<file path="src/verilog/tmr_pkg.sv">
// Constants shared by the timer prescaler and interval timer design.
// Assumes a 32-bit APB slave with each register in one aligned word.
package tmr_pkg;

  // Register indices; the byte address is four times the index.
  localparam logic [15:0] IDX_PRESCALE1 = 16'hFFB7;
  localparam logic [15:0] IDX_PRESCALE0 = 16'hFFBB;
  localparam logic [15:0] IDX_MODE0     = 16'hFFC0;
  localparam logic [15:0] IDX_CMPA0     = 16'hFFC1;
  localparam logic [15:0] IDX_CMPB0     = 16'hFFC2;
  localparam logic [15:0] IDX_COUNT0    = 16'hFFC3;
  localparam logic [15:0] IDX_MODE1     = 16'hFFC4;
  localparam logic [15:0] IDX_CMPA1     = 16'hFFC5;
  localparam logic [15:0] IDX_CMPB1     = 16'hFFC6;
  localparam logic [15:0] IDX_COUNT1    = 16'hFFC7;
  localparam logic [15:0] IDX_PORT0DIR  = 16'hFFC8;
  localparam logic [15:0] IDX_IRQMASK   = 16'hFFC9;

  // Address width of the bus: index plus two byte bits.
  localparam int ADDR_W = 18;

  // Reset values.
  localparam logic [7:0]  RST_PRESCALE = 8'h00;
  localparam logic [7:0]  RST_PORT0DIR = 8'hFF;
  localparam logic [1:0]  RST_MODE     = 2'h0;
  localparam logic [15:0] RST_CMP      = 16'h0000;
  localparam logic [15:0] RST_COUNT    = 16'h0000;
  localparam logic [1:0]  RST_IRQMASK  = 2'h3;

  // Prescale select field layout; bits 3 and 2 read as zero.
  localparam int F_SRC_LO   = 0;
  localparam int F_EDGEA_LO = 4;
  localparam int F_EDGEB_LO = 6;
  localparam logic [7:0] PRESCALE_WMASK = 8'hF3;

  // Clock source select codes.
  typedef enum logic [1:0] {
    SRC_FULL  = 2'b00,
    SRC_DIV1  = 2'b01,
    SRC_DIV2  = 2'b10,
    SRC_EDGEA = 2'b11
  } tmr_src_t;

  // Edge select codes; 10 must not be written by software.
  typedef enum logic [1:0] {
    EDGE_FALL = 2'b00,
    EDGE_RISE = 2'b01,
    EDGE_NONE = 2'b10,
    EDGE_BOTH = 2'b11
  } tmr_edge_t;

  // Operating mode codes.
  localparam logic [1:0] MODE_STOP     = 2'b00;
  localparam logic [1:0] MODE_CMPCLEAR = 2'b11;

  // Divider exponents per timer: 2 and 8, then 4 and 6.
  localparam int DIV_W     = 8;
  localparam int T0_EXP1   = 2;
  localparam int T0_EXP2   = 8;
  localparam int T1_EXP1   = 4;
  localparam int T1_EXP2   = 6;

endpackage

</file>
<file path="src/verilog/tmr_clk_if.sv">
// Count clock path between the timer core and its edge and prescale units.
// Assumes all members run on the one system clock.
`timescale 1ns/1ps
`default_nettype none
interface tmr_clk_if;
  logic       run;
  logic [1:0] srcSel;
  logic [1:0] edgeSel;
  logic       pinLevel;
  logic       edgeHit;
  logic       countTick;

  modport edge_unit (input run, edgeSel, pinLevel, output edgeHit);
  modport pre_unit  (input run, srcSel, edgeHit, output countTick);
  modport core      (output run, srcSel, edgeSel, pinLevel,
                     input edgeHit, countTick);
endinterface
`default_nettype wire

</file>
<file path="src/verilog/tmr_edge_detect.sv">
// Valid-edge detector for one timer input pin.
// Assumes the pin level is already synchronous to clk_sys.
`timescale 1ns/1ps
`default_nettype none
module tmr_edge_detect
  import tmr_pkg::*;
(
  input  wire logic clk_sys,
  input  wire logic rst_b,
  tmr_clk_if.edge_unit cif
);

  logic sampleNow;
  logic samplePrev;
  logic everRun;
  logic rise;
  logic fall;

  // Two samples in a row make a level; the older one is compared.
  // Before the first enable the old sample stays low, so a high pin
  // reads as a rising edge; later it tracks the pin even when stopped.
  always_ff @(posedge clk_sys or negedge rst_b) begin
    if (!rst_b) begin
      sampleNow  <= 1'b0;
      samplePrev <= 1'b0;
      everRun    <= 1'b0;
    end else begin
      sampleNow  <= cif.pinLevel;
      samplePrev <= (everRun || cif.run) ? sampleNow : 1'b0;
      everRun    <= everRun | cif.run;
    end
  end

  // Edge type selection applied after the compare.
  assign rise = sampleNow & ~samplePrev;
  assign fall = ~sampleNow & samplePrev;
  assign cif.edgeHit = cif.run & (
      (cif.edgeSel == EDGE_FALL && fall) ||
      (cif.edgeSel == EDGE_RISE && rise) ||
      (cif.edgeSel == EDGE_BOTH && (rise || fall)));

endmodule
`default_nettype wire

</file>
<file path="src/verilog/tmr_prescale.sv">
// Count clock selector: full rate, two divided rates or the pin edge.
// Assumes the divider is only needed while the timer runs.
`timescale 1ns/1ps
`default_nettype none
module tmr_prescale
  import tmr_pkg::*;
#(
  parameter int EXP1 = T0_EXP1,
  parameter int EXP2 = T0_EXP2
) (
  input  wire logic clk_sys,
  input  wire logic rst_b,
  tmr_clk_if.pre_unit cif
);

  logic [DIV_W-1:0] divCount;
  logic             div1Tick;
  logic             div2Tick;

  // Free divider, held at zero while stopped so phase starts fresh.
  always_ff @(posedge clk_sys or negedge rst_b) begin
    if (!rst_b) begin
      divCount <= '0;
    end else begin
      divCount <= cif.run ? divCount + 1'b1 : '0;
    end
  end

  // One tick per 2^EXP clocks.
  assign div1Tick = &divCount[EXP1-1:0];
  assign div2Tick = &divCount[EXP2-1:0];
  assign cif.countTick = cif.run & (
      (cif.srcSel == SRC_FULL)                ||
      (cif.srcSel == SRC_DIV1  && div1Tick)   ||
      (cif.srcSel == SRC_DIV2  && div2Tick)   ||
      (cif.srcSel == SRC_EDGEA && cif.edgeHit));

endmodule
`default_nettype wire

</file>
<file path="src/verilog/tmr_top.sv">
// Two 16-bit interval timers with prescale, edge select and port-0
// direction, reached over APB.
// Assumes pins and bus are synchronous to clk_sys.
//
// The APB interface to the registers is this design's own decision.
`timescale 1ns/1ps
`default_nettype none
module tmr_top
  import tmr_pkg::*;
(
  input  wire logic              clk_sys,
  input  wire logic              rst_b,
  input  wire logic              psel,
  input  wire logic              penable,
  input  wire logic              pwrite,
  input  wire logic [ADDR_W-1:0] paddr,
  input  wire logic [31:0]       pwdata,
  output logic      [31:0]       prdata,
  output logic                   pready,
  output logic                   pslverr,
  input  wire logic [1:0]        edgeInA,
  input  wire logic [1:0]        edgeInB,
  output logic      [1:0]        matchAIrq,
  output logic      [1:0]        matchBIrq,
  output logic      [7:0]        port0OutEnB
);

  ////////////////////////////////////////////////////////////////////////
  // Register storage.

  logic [7:0]  prescale [2];
  logic [1:0]  mode     [2];
  logic [15:0] cmpA     [2];
  logic [15:0] cmpB     [2];
  logic [15:0] count    [2];
  logic [7:0]  port0Dir;
  logic [1:0]  irqMaskB;
  logic [1:0]  edgeHitB;

  ////////////////////////////////////////////////////////////////////////
  // Address decode.

  logic [15:0] regIdx;
  logic        addrAligned;
  logic        hitPre0;
  logic        hitPre1;
  logic        hitMode0;
  logic        hitMode1;
  logic        hitCmpA0;
  logic        hitCmpA1;
  logic        hitCmpB0;
  logic        hitCmpB1;
  logic        hitCount0;
  logic        hitCount1;
  logic        hitDir;
  logic        hitMask;
  logic        hitAny;
  logic        setupRd;
  logic        accessWr;
  logic [31:0] readMux;

  // Index and word alignment of the request.
  assign regIdx      = paddr[ADDR_W-1:2];
  assign addrAligned = (paddr[1:0] == 2'b00);
  assign hitPre0   = addrAligned && regIdx == IDX_PRESCALE0;
  assign hitPre1   = addrAligned && regIdx == IDX_PRESCALE1;
  assign hitMode0  = addrAligned && regIdx == IDX_MODE0;
  assign hitMode1  = addrAligned && regIdx == IDX_MODE1;
  assign hitCmpA0  = addrAligned && regIdx == IDX_CMPA0;
  assign hitCmpA1  = addrAligned && regIdx == IDX_CMPA1;
  assign hitCmpB0  = addrAligned && regIdx == IDX_CMPB0;
  assign hitCmpB1  = addrAligned && regIdx == IDX_CMPB1;
  assign hitCount0 = addrAligned && regIdx == IDX_COUNT0;
  assign hitCount1 = addrAligned && regIdx == IDX_COUNT1;
  assign hitDir    = addrAligned && regIdx == IDX_PORT0DIR;
  assign hitMask   = addrAligned && regIdx == IDX_IRQMASK;
  assign hitAny    = hitPre0 | hitPre1 | hitMode0 | hitMode1 |
                     hitCmpA0 | hitCmpA1 | hitCmpB0 | hitCmpB1 |
                     hitCount0 | hitCount1 | hitDir | hitMask;

  // Phase strobes; writes land only in the access phase.
  assign setupRd  = psel & ~penable & ~pwrite;
  assign accessWr = psel & penable & pwrite & hitAny;

  // Read selection; the counter read shows the live count.
  assign readMux =
      hitPre0   ? {24'h000000, prescale[0]} :
      hitPre1   ? {24'h000000, prescale[1]} :
      hitMode0  ? {30'h00000000, mode[0]}   :
      hitMode1  ? {30'h00000000, mode[1]}   :
      hitCmpA0  ? {16'h0000, cmpA[0]}       :
      hitCmpA1  ? {16'h0000, cmpA[1]}       :
      hitCmpB0  ? {16'h0000, cmpB[0]}       :
      hitCmpB1  ? {16'h0000, cmpB[1]}       :
      hitCount0 ? {16'h0000, count[0]}      :
      hitCount1 ? {16'h0000, count[1]}      :
      hitDir    ? {24'h000000, port0Dir}    :
      hitMask   ? {30'h00000000, irqMaskB}  :
                  32'h00000000;

  // Zero-wait slave: data is latched in setup, the access ends at once.
  assign pready  = 1'b1;
  assign pslverr = psel & penable & ~hitAny;

  ////////////////////////////////////////////////////////////////////////
  // Read data register.

  // Captured in the setup cycle so it stands through the access phase.
  always_ff @(posedge clk_sys or negedge rst_b) begin
    if (!rst_b) begin
      prdata <= 32'h00000000;
    end else if (setupRd) begin
      prdata <= readMux;
    end
  end

  ////////////////////////////////////////////////////////////////////////
  // Configuration registers.

  // Port-0 direction; every pin comes out of reset as an input, so
  // nothing is driven until software asks for it.
  always_ff @(posedge clk_sys or negedge rst_b) begin
    if (!rst_b) begin
      port0Dir <= RST_PORT0DIR;
    end else if (accessWr && hitDir) begin
      port0Dir <= pwdata[7:0];
    end
  end

  // Match B mask, one bit per timer; a set bit holds the request back.
  always_ff @(posedge clk_sys or negedge rst_b) begin
    if (!rst_b) begin
      irqMaskB <= RST_IRQMASK;
    end else if (accessWr && hitMask) begin
      irqMaskB <= pwdata[1:0];
    end
  end

  // Direction 0 turns the output buffer on, so the enable is active low.
  assign port0OutEnB = port0Dir;

  ////////////////////////////////////////////////////////////////////////
  // Per-timer count path.

  genvar n;
  generate
    for (n = 0; n < 2; n++) begin : gTimer
      tmr_clk_if cifA ();
      tmr_clk_if cifB ();
      logic       isRun;
      logic       hitA;
      logic       hitB;
      logic       matchAQ;
      logic       matchBQ;
      logic       wrPre;
      logic       wrMode;
      logic       wrCmpA;
      logic       wrCmpB;
      logic [15:0] next_count;

      // Write strobes of this timer's own registers; the index decode
      // is shared, so each timer only picks its own hits.
      assign wrPre  = accessWr && (n == 0 ? hitPre0  : hitPre1);
      assign wrMode = accessWr && (n == 0 ? hitMode0 : hitMode1);
      assign wrCmpA = accessWr && (n == 0 ? hitCmpA0 : hitCmpA1);
      assign wrCmpB = accessWr && (n == 0 ? hitCmpB0 : hitCmpB1);

      // Prescale select; writes are taken at any time and software
      // keeps them to a stopped timer. Reserved bits 3 and 2 never store.
      always_ff @(posedge clk_sys or negedge rst_b) begin
        if (!rst_b) begin
          prescale[n] <= RST_PRESCALE;
        end else if (wrPre) begin
          prescale[n] <= pwdata[7:0] & PRESCALE_WMASK;
        end
      end

      // Operating mode; 00 stops the timer and clears count and divider.
      always_ff @(posedge clk_sys or negedge rst_b) begin
        if (!rst_b) begin
          mode[n] <= RST_MODE;
        end else if (wrMode) begin
          mode[n] <= pwdata[1:0];
        end
      end

      // Compare A; the interval is this value plus one count clock.
      always_ff @(posedge clk_sys or negedge rst_b) begin
        if (!rst_b) begin
          cmpA[n] <= RST_CMP;
        end else if (wrCmpA) begin
          cmpA[n] <= pwdata[15:0];
        end
      end

      // Compare B; its match is only a request, never a clear.
      always_ff @(posedge clk_sys or negedge rst_b) begin
        if (!rst_b) begin
          cmpB[n] <= RST_CMP;
        end else if (wrCmpB) begin
          cmpB[n] <= pwdata[15:0];
        end
      end

      // Any mode but stop runs the timer.
      assign isRun          = (mode[n] != MODE_STOP);

      // Input A path; its valid edge may serve as the count clock.
      assign cifA.run       = isRun;
      assign cifA.srcSel    = prescale[n][F_SRC_LO+1:F_SRC_LO];
      assign cifA.edgeSel   = prescale[n][F_EDGEA_LO+1:F_EDGEA_LO];
      assign cifA.pinLevel  = edgeInA[n];

      // Input B path; its edge is selected but never clocks the counter.
      assign cifB.run       = isRun;
      assign cifB.srcSel    = SRC_FULL;
      assign cifB.edgeSel   = prescale[n][F_EDGEB_LO+1:F_EDGEB_LO];
      assign cifB.pinLevel  = edgeInB[n];
      assign edgeHitB[n]    = cifB.edgeHit;

      tmr_edge_detect uEdgeA (
        .clk_sys (clk_sys),
        .rst_b   (rst_b),
        .cif     (cifA)
      );

      tmr_edge_detect uEdgeB (
        .clk_sys (clk_sys),
        .rst_b   (rst_b),
        .cif     (cifB)
      );

      tmr_prescale #(
        .EXP1 (n == 0 ? T0_EXP1 : T1_EXP1),
        .EXP2 (n == 0 ? T0_EXP2 : T1_EXP2)
      ) uPre (
        .clk_sys (clk_sys),
        .rst_b   (rst_b),
        .cif     (cifA)
      );

      // The second unit's tick is not used as a count clock.
      assign cifB.countTick = 1'b0;

      // Matches are judged on a count clock tick; in compare-clear mode
      // match A wraps to zero, giving compare plus one ticks per period.
      assign hitA = cifA.countTick && count[n] == cmpA[n];
      assign hitB = cifA.countTick && count[n] == cmpB[n];
      assign next_count =
          !isRun                                   ? RST_COUNT :
          !cifA.countTick                          ? count[n]  :
          (mode[n] == MODE_CMPCLEAR && hitA)       ? RST_COUNT :
                                                     count[n] + 16'h0001;

      // Counter; mode 11 starts it in step with the count clock.
      always_ff @(posedge clk_sys or negedge rst_b) begin
        if (!rst_b) begin
          count[n] <= RST_COUNT;
        end else begin
          count[n] <= next_count;
        end
      end

      // Request flops; match B is raised in any running mode, and only
      // the mask bit keeps it off the pin.
      always_ff @(posedge clk_sys or negedge rst_b) begin
        if (!rst_b) begin
          matchAQ  <= 1'b0;
          matchBQ  <= 1'b0;
        end else begin
          matchAQ  <= hitA;
          matchBQ  <= hitB & ~irqMaskB[n];
        end
      end

      // Request pulses, one clock each.
      assign matchAIrq[n] = matchAQ;
      assign matchBIrq[n] = matchBQ;
    end
  endgenerate

endmodule
`default_nettype wire
</file>
<file path="config.mk">
export PLATFORM = sky130hd
export DESIGN_NAME = tmr_top
export DESIGN_NICKNAME = d
export VERILOG_FILES = /design/src/verilog/tmr_pkg.sv /design/src/verilog/tmr_clk_if.sv /design/src/verilog/tmr_edge_detect.sv /design/src/verilog/tmr_prescale.sv /design/src/verilog/tmr_top.sv
export SDC_FILE = /design/constraint.sdc
export NUM_CORES = 1
export LEC_CHECK = 0
export ABC_AREA = 1
export BUFFER_PORTS_ARGS = -buffer_cell sky130_fd_sc_hd__buf_2
export CAP_MARGIN = 20
export CORE_AREA = 2 2 143 145
export DETAILED_ROUTE_END_ITERATION = 7
export DIE_AREA = 0 0 145 147
export HOLD_SLACK_MARGIN = 0.02
export PLACE_DENSITY = 0.72
export SLEW_MARGIN = 30
export SYNTH_ARGS = -nofsm -noshare
export SYNTH_HDL_FRONTEND = slang
export SYNTH_SLANG_ARGS = --single-unit
</file>
<file path="constraint.sdc">
create_clock -name clk_sys -period 5.7 [get_ports clk_sys]
set_clock_uncertainty 0.05 [all_clocks]
set_input_delay 0 -clock clk_sys [delete_from_list [all_inputs] [get_ports clk_sys]]
set_output_delay 0 -clock clk_sys [all_outputs]
set_load 0.1 [all_outputs]
</file>
## Word-level counts from Yosys, hierarchy flattened

Cells that the tools add are included.

- Bits in registers: 180
- Latch bits: 0
- Bits in writable memories: 0
- Bits in read-only memories: 0
- Input port bits: 59
- Output and inout bits: 46
- Logic and storage cells: 184
- Memories kept: 0

- $add $sub $neg: 4
- Multiply operators: 0
- Divide/modulo/power cells: 0
- $lt $le $gt $ge: 0
- Equality and inequality tests: 30
- Shift-type cells: 0
- Muxes and demuxes: 22
- Bitwise gates (word level): 38
- Reduce and logical (&&, ||, !) cells: 65

Operators with widths:

| cell | count |
|---|---|
| 16-bit 2-to-1 mux | 16 |
| 16-bit equality test, second input constant | 12 |
| 16-bit equality test | 4 |
| 1-bit logical AND | 40 |
| 16-bit by 1-bit adder with 16-bit output, second input constant | 2 |
| 8-bit 2-to-1 mux | 3 |
| 8-bit by 1-bit adder with 8-bit output, second input constant | 2 |
| 1-bit AND | 16 |
| 2-bit equality test, second input constant | 8 |
| 1-bit logical OR | 14 |
| 1-bit bitwise OR | 13 |
| 2-bit zero test | 5 |
| 1-bit NOT | 9 |
| 2-bit by 1-bit equality test with 1-bit output, second input constant | 4 |
| 8-bit AND reduction | 1 |
| 6-bit AND reduction | 1 |
| 2-bit inequality test, second input constant | 2 |
| 4-bit AND reduction | 1 |
| 2-bit nonzero test | 2 |
| 1-bit 2-to-1 mux | 2 |
| 2-bit 2-to-1 mux | 1 |
| 2-bit AND reduction | 1 |

## Longest topological paths before layout

- Depth after elaboration: 15
- Mapped depth: 15
- Mapped depth without buffers: 15

## Modules after synthesis

A second synthesis with hierarchy kept.

- Cell total of the unflattened synthesis: 1234
- Area, all modules: 9222.6 um^2

Modules (own cells, without submodules):

| module | times used | cells each | area an instance (um^2) | sequential area each (um^2) |
|---|---|---|---|---|
| tmr_top | 1 | 1104 | 8192.9 | 3565.9 |
| tmr_prescale (gTimer[0].uPre) | 1 | 52 | 397.9 | 200.2 |
| tmr_edge_detect | 2 | 20 | 161.4 | 75.1 |
| tmr_prescale (gTimer[1].uPre) | 1 | 38 | 309.0 | 150.1 |

## Least setup slack after synthesis

Ideal clock, no wire load.

- Path type: in2out
- Start: input port paddr[11]
- End: output port pslverr
- Data arrival time: 2.180 ns
- Required time: 5.650 ns
- Setup slack: 3.470 ns
- Stages: 10
- Path through: nand2_1 > nor2_1 > nand2_1 > buf_2 > nor3_2 > nand2_1 > inv_1 > nor3_1 > nand3_2 > nor2_1

- Longest elaborated chain between the ends: 15

RTL lines:

| what | line | RTL |
|---|---|---|
| from (decl) | tmr_top.sv:16 | `input wire logic [ADDR_W-1:0] paddr,` |
| 16-bit equality test (on tied branches) | tmr_top.sv:65, tmr_top.sv:66 |  |
| 1-bit logical AND (on tied branches) | tmr_top.sv:65, tmr_top.sv:66 |  |
| 1-bit bitwise OR (4 in series) | tmr_top.sv:77 | `assign hitAny = hitPre0 \| hitPre1 \| hitMode0 \| hitMode1 \|` |
| 1-bit bitwise OR (4 in series) | tmr_top.sv:78 | `hitCmpA0 \| hitCmpA1 \| hitCmpB0 \| hitCmpB1 \|` |
| 1-bit bitwise OR (2 in series) | tmr_top.sv:79 | `hitCount0 \| hitCount1 \| hitDir \| hitMask;` |
| 1-bit bitwise OR (*) | tmr_top.sv:79 |  |
| 1-bit NOT (*) | tmr_top.sv:103 | `assign pslverr = psel & penable & ~hitAny;` |
| 1-bit AND (*) | tmr_top.sv:103 |  |
| to (decl) | tmr_top.sv:20 | `output logic pslverr,` |

Mark *: on every way between the ends. The rest lies on a longest branch, timed or not.

## Final worst setup path

- Start: input port paddr[4]
- End: register mode[3] in the netlist's numbering

- Longest elaborated chain between the ends: 15

RTL lines:

| what | line | RTL |
|---|---|---|
| 16-bit equality test (on tied branches) | tmr_top.sv:65, tmr_top.sv:66 |  |
| 1-bit logical AND (on tied branches) | tmr_top.sv:65, tmr_top.sv:66 |  |
| 1-bit bitwise OR (4 in series) | tmr_top.sv:77 |  |
| 1-bit bitwise OR (4 in series) | tmr_top.sv:78 |  |
| 1-bit bitwise OR (3 in series) | tmr_top.sv:79 |  |
| 1-bit AND | tmr_top.sv:83 | `assign accessWr = psel & penable & pwrite & hitAny;` |
| 1-bit logical AND (*) | tmr_top.sv:164 | `assign wrMode = accessWr && (n == 0 ? hitMode0 : hitMode1);` |
| to (signal, indexed assignment) | tmr_top.sv:183 | `mode[n] <= pwdata[1:0];` |
| to (decl) | tmr_top.sv:32 | `logic [1:0] mode [2];` |

Marked as above.
A chain may end at the register's enable or synchronous reset.

==> results.yml <==
timing:
  fmax_mhz: 320
  slew_violations: 0
  setup_violations: 0
  min_period_over_period_pct: 54.8
  tightest_slew_ps: 858
  period_minus_slack_ps: 3120
  timing_hold_violations_final: 0
  fin_tns_setup_ps: 0
  finalWorstSetupSlack_ps: 2580
  slew_headroom_pct: 42.6
  rsz0062_at_grt: "no"
route:
  drcViolationCount: 0
  vias: 8056
  drt-total-wl_um: 24000
  routed_via_density: 5.31
  wire_per_inst_um: 15.9
  drtIter0Drc: 819
  drt-pass1-iter-count: 5
  antenna_left: 0
pwr:
  cellLeakagePower_nw: 4.69
  ir_drop_v: 0.000184
  power.density_mw_per_mm2: 242
grt:
  grt_max_degree: 96
  antenna_found_initial: 0
  grt_overflow_total: 0
  first_global_vias: 7629
  grt_use_total_pct: 23.4
  grt_pass1_wl_um: 39600
clock_network:
  cts_root_buffer: "clkbuf_16"
  ctsHoldBuffers: 24
  cts_tree: "built"
  htree_num_levels: 4
  insertion_delay_ps: 430
  cts_max_path_buffers: 2
  clock-sinks: 162
  post-cts-setup-buffers: 0
  cts_buffers: 17
  cts_resized: 0
  clk_pin_slew_ps: 70
min_path:
  worstHoldPathType: "in2reg"
  holdCritStartpoint: "paddr[5]"
flow_run:
  maxCapViolCount: 0
layout:
  syn_to_final_growth_pct: 14.5
  diodes: 0
  multi_input_area_mm2: 0.00409
  n_fill_cell: 1909
  drive_gt1_share_pct: 12.5
  fin_nets: 1300
  seq_area_mm2: 0.00407
setup_path:
  cp-end-kind: "flop"
  reg2reg_depth: 9
  crit_end: "mode[3]"
  crit_required_ps: 5970
  worstPathArrival_ps: 3390
  path_max_fanout: 20
  startpoint: "paddr[4]"
  r2r_end: "count[28]"
  cp-start-kind: "input port"
  critPathKind: "in2reg"
  rrSetupSlack_ps: 3120
  rr_startpoint: "count[29]"
place:
  place_ws_ps: 2570
  post-dp-hpwl_um: 17800
  port-buffer-count: 69
  gp_congestion: 0.956
synthesis:
  synth_ff_type: "dfrtp_1"
  syn_inst: 1155
  async_flop_share_pct: 100
  avgSynthCellArea_um2: 7.72
  synth-seq-area-share_pct: 45.6
  synth-edff-count: 0
  yosysWarnings: 0
  ys_types: 46
  synth_seq_cells: 162
  synth_area_mm2: 0.00892
floorplan:
  coreArea_mm2: 0.0198
  rows: 52
  dieArea_mm2: 0.0213
  die_y_um: 147
  pin_count: 105
  die_w_um: 145
  initial_core_util_pct: 44.9
outcome:
  status: "finished clean"
state kept, by name, summed over array words and instances (netlist names):
register,cells
cmpA,32
cmpB,32
count,32
prdata,16
gTimer.uPre.divCount,14
port0OutEnB,8
gTimer.cifA.edgeSel,4
gTimer.cifA.srcSel,4
gTimer.cifB.edgeSel,4
mode,4
gTimer.matchAQ,2
gTimer.matchBQ,2
gTimer.uEdgeA.everRun,2
gTimer.uEdgeA.sampleNow,2
gTimer.uEdgeA.samplePrev,2
irqMaskB,2
kinds of logic after synthesis:
group | Yosys count | share of synthesized area (%)
and+or+nand+nor | 527 | 26.1
AOI/OAI and AO/OA | 231 | 14.1
buffers and inverters | 187 | 9.18
DFF | 162 | 45.6
xor gates and xnor gates | 38 | 3.73
adders and majority gates | 8 | 1.12
other | 2 | 0.0842
power by group:
part / switching [mW] / internal [mW] / leakage (nW)
sequential: 0.000393 / 1.15 / 2.22
combinational: 0.115 / 0.0268 / 2.17
clock: 0.515 / 0.658 / 0.296
worst max-delay path, cell delays in order:
cell and delay [ps]:
dlygate4sd3_1 540, buf_2 140, nand2_1 130, nor2_2 300
nand2_1 510, nand2_1 430, nor3_1 120, nand3_2 100
nand3_2 90, inv_4 170, nand2_1 140, nand2_1 80
o21ai_0 60, dlygate4sd3_1 570
cells in the mapped netlist (20+ instances only):
cell	instances	area [um^2]
dfrtp_1	152	3800
xor2_1	24	210
buf_4	21	158
o21ai_1	87	435
nand2_1	299	1120
inv_1	124	465
nor2_1	78	293
nand3_1	56	280
o22ai_1	24	150
a21oi_1	36	180
nand4_1	34	213
buf_2	20	100
o21ai_0	60	300
routing by layer:
layer	vias to the layer above	GRT usage, %	wire length, um	part of all wire, %
met1	3794	32.2	10700	44
li1	3947	-	-	-
met5	-	0	0	0
met4	0	9.26	649	2.7
met2	267	37.4	11100	46
met3	48	3.57	1550	6.5
placed cells by master, fill, tap and decap left out, types with 17 or more instances in the layout:
cell           instances
a21oi_1               36
buf_2                 68
clkbuf_16             17
conb_1                17
dfrtp_1              152
dlygate4sd3_1         24
inv_1                124
nand2_1              299
nand3_1               56
nand4_1               34
nor2_1                78
nor3_1                17
o21ai_0               60
o21ai_1               87
o22ai_1               24
xor2_1                24
stage by stage:
step	power [mW]	cell area (um^2)	std cells	utilization, %	hold slack [ps]
finish	2.47	10200	1516	51.5	97.3
global route	2.53	10200	1516	51.5	149
CTS	2.47	10200	1516	51.5	81.1
detailed placement	1.30	9370	1460	47.2	61.0
global placement	1.30	9370	1460	47.2	59.7
floorplan	1.26	8970	1170	-	-346
worst min path at each step:
stage	slack (ps)	cells after the start	endpoint
6_report	100	7	prdata[1]
5_1_grt	150	2	gTimer[1].uEdgeA.sampleNow
4_1_cts	80	7	prdata[1]
3_5_place_dp	60	1	gTimer[0].uEdgeA.sampleNow
3_3_place_gp	60	1	gTimer[0].uEdgeA.sampleNow
2_1_floorplan	-350	0	cmpA[0]
area by class of cell:
class,instances,area share [%]
Multi-Input combinational cell,821,40.0
Clock inverter,15,1.70
Inverter,136,5.02
Clock buffer,17,4.17
Tap cell,270,3.31
Timing Repair Buffer,95,5.94
Sequential cell,162,39.8
Note: power is estimated with default switching activity, not from simulation.
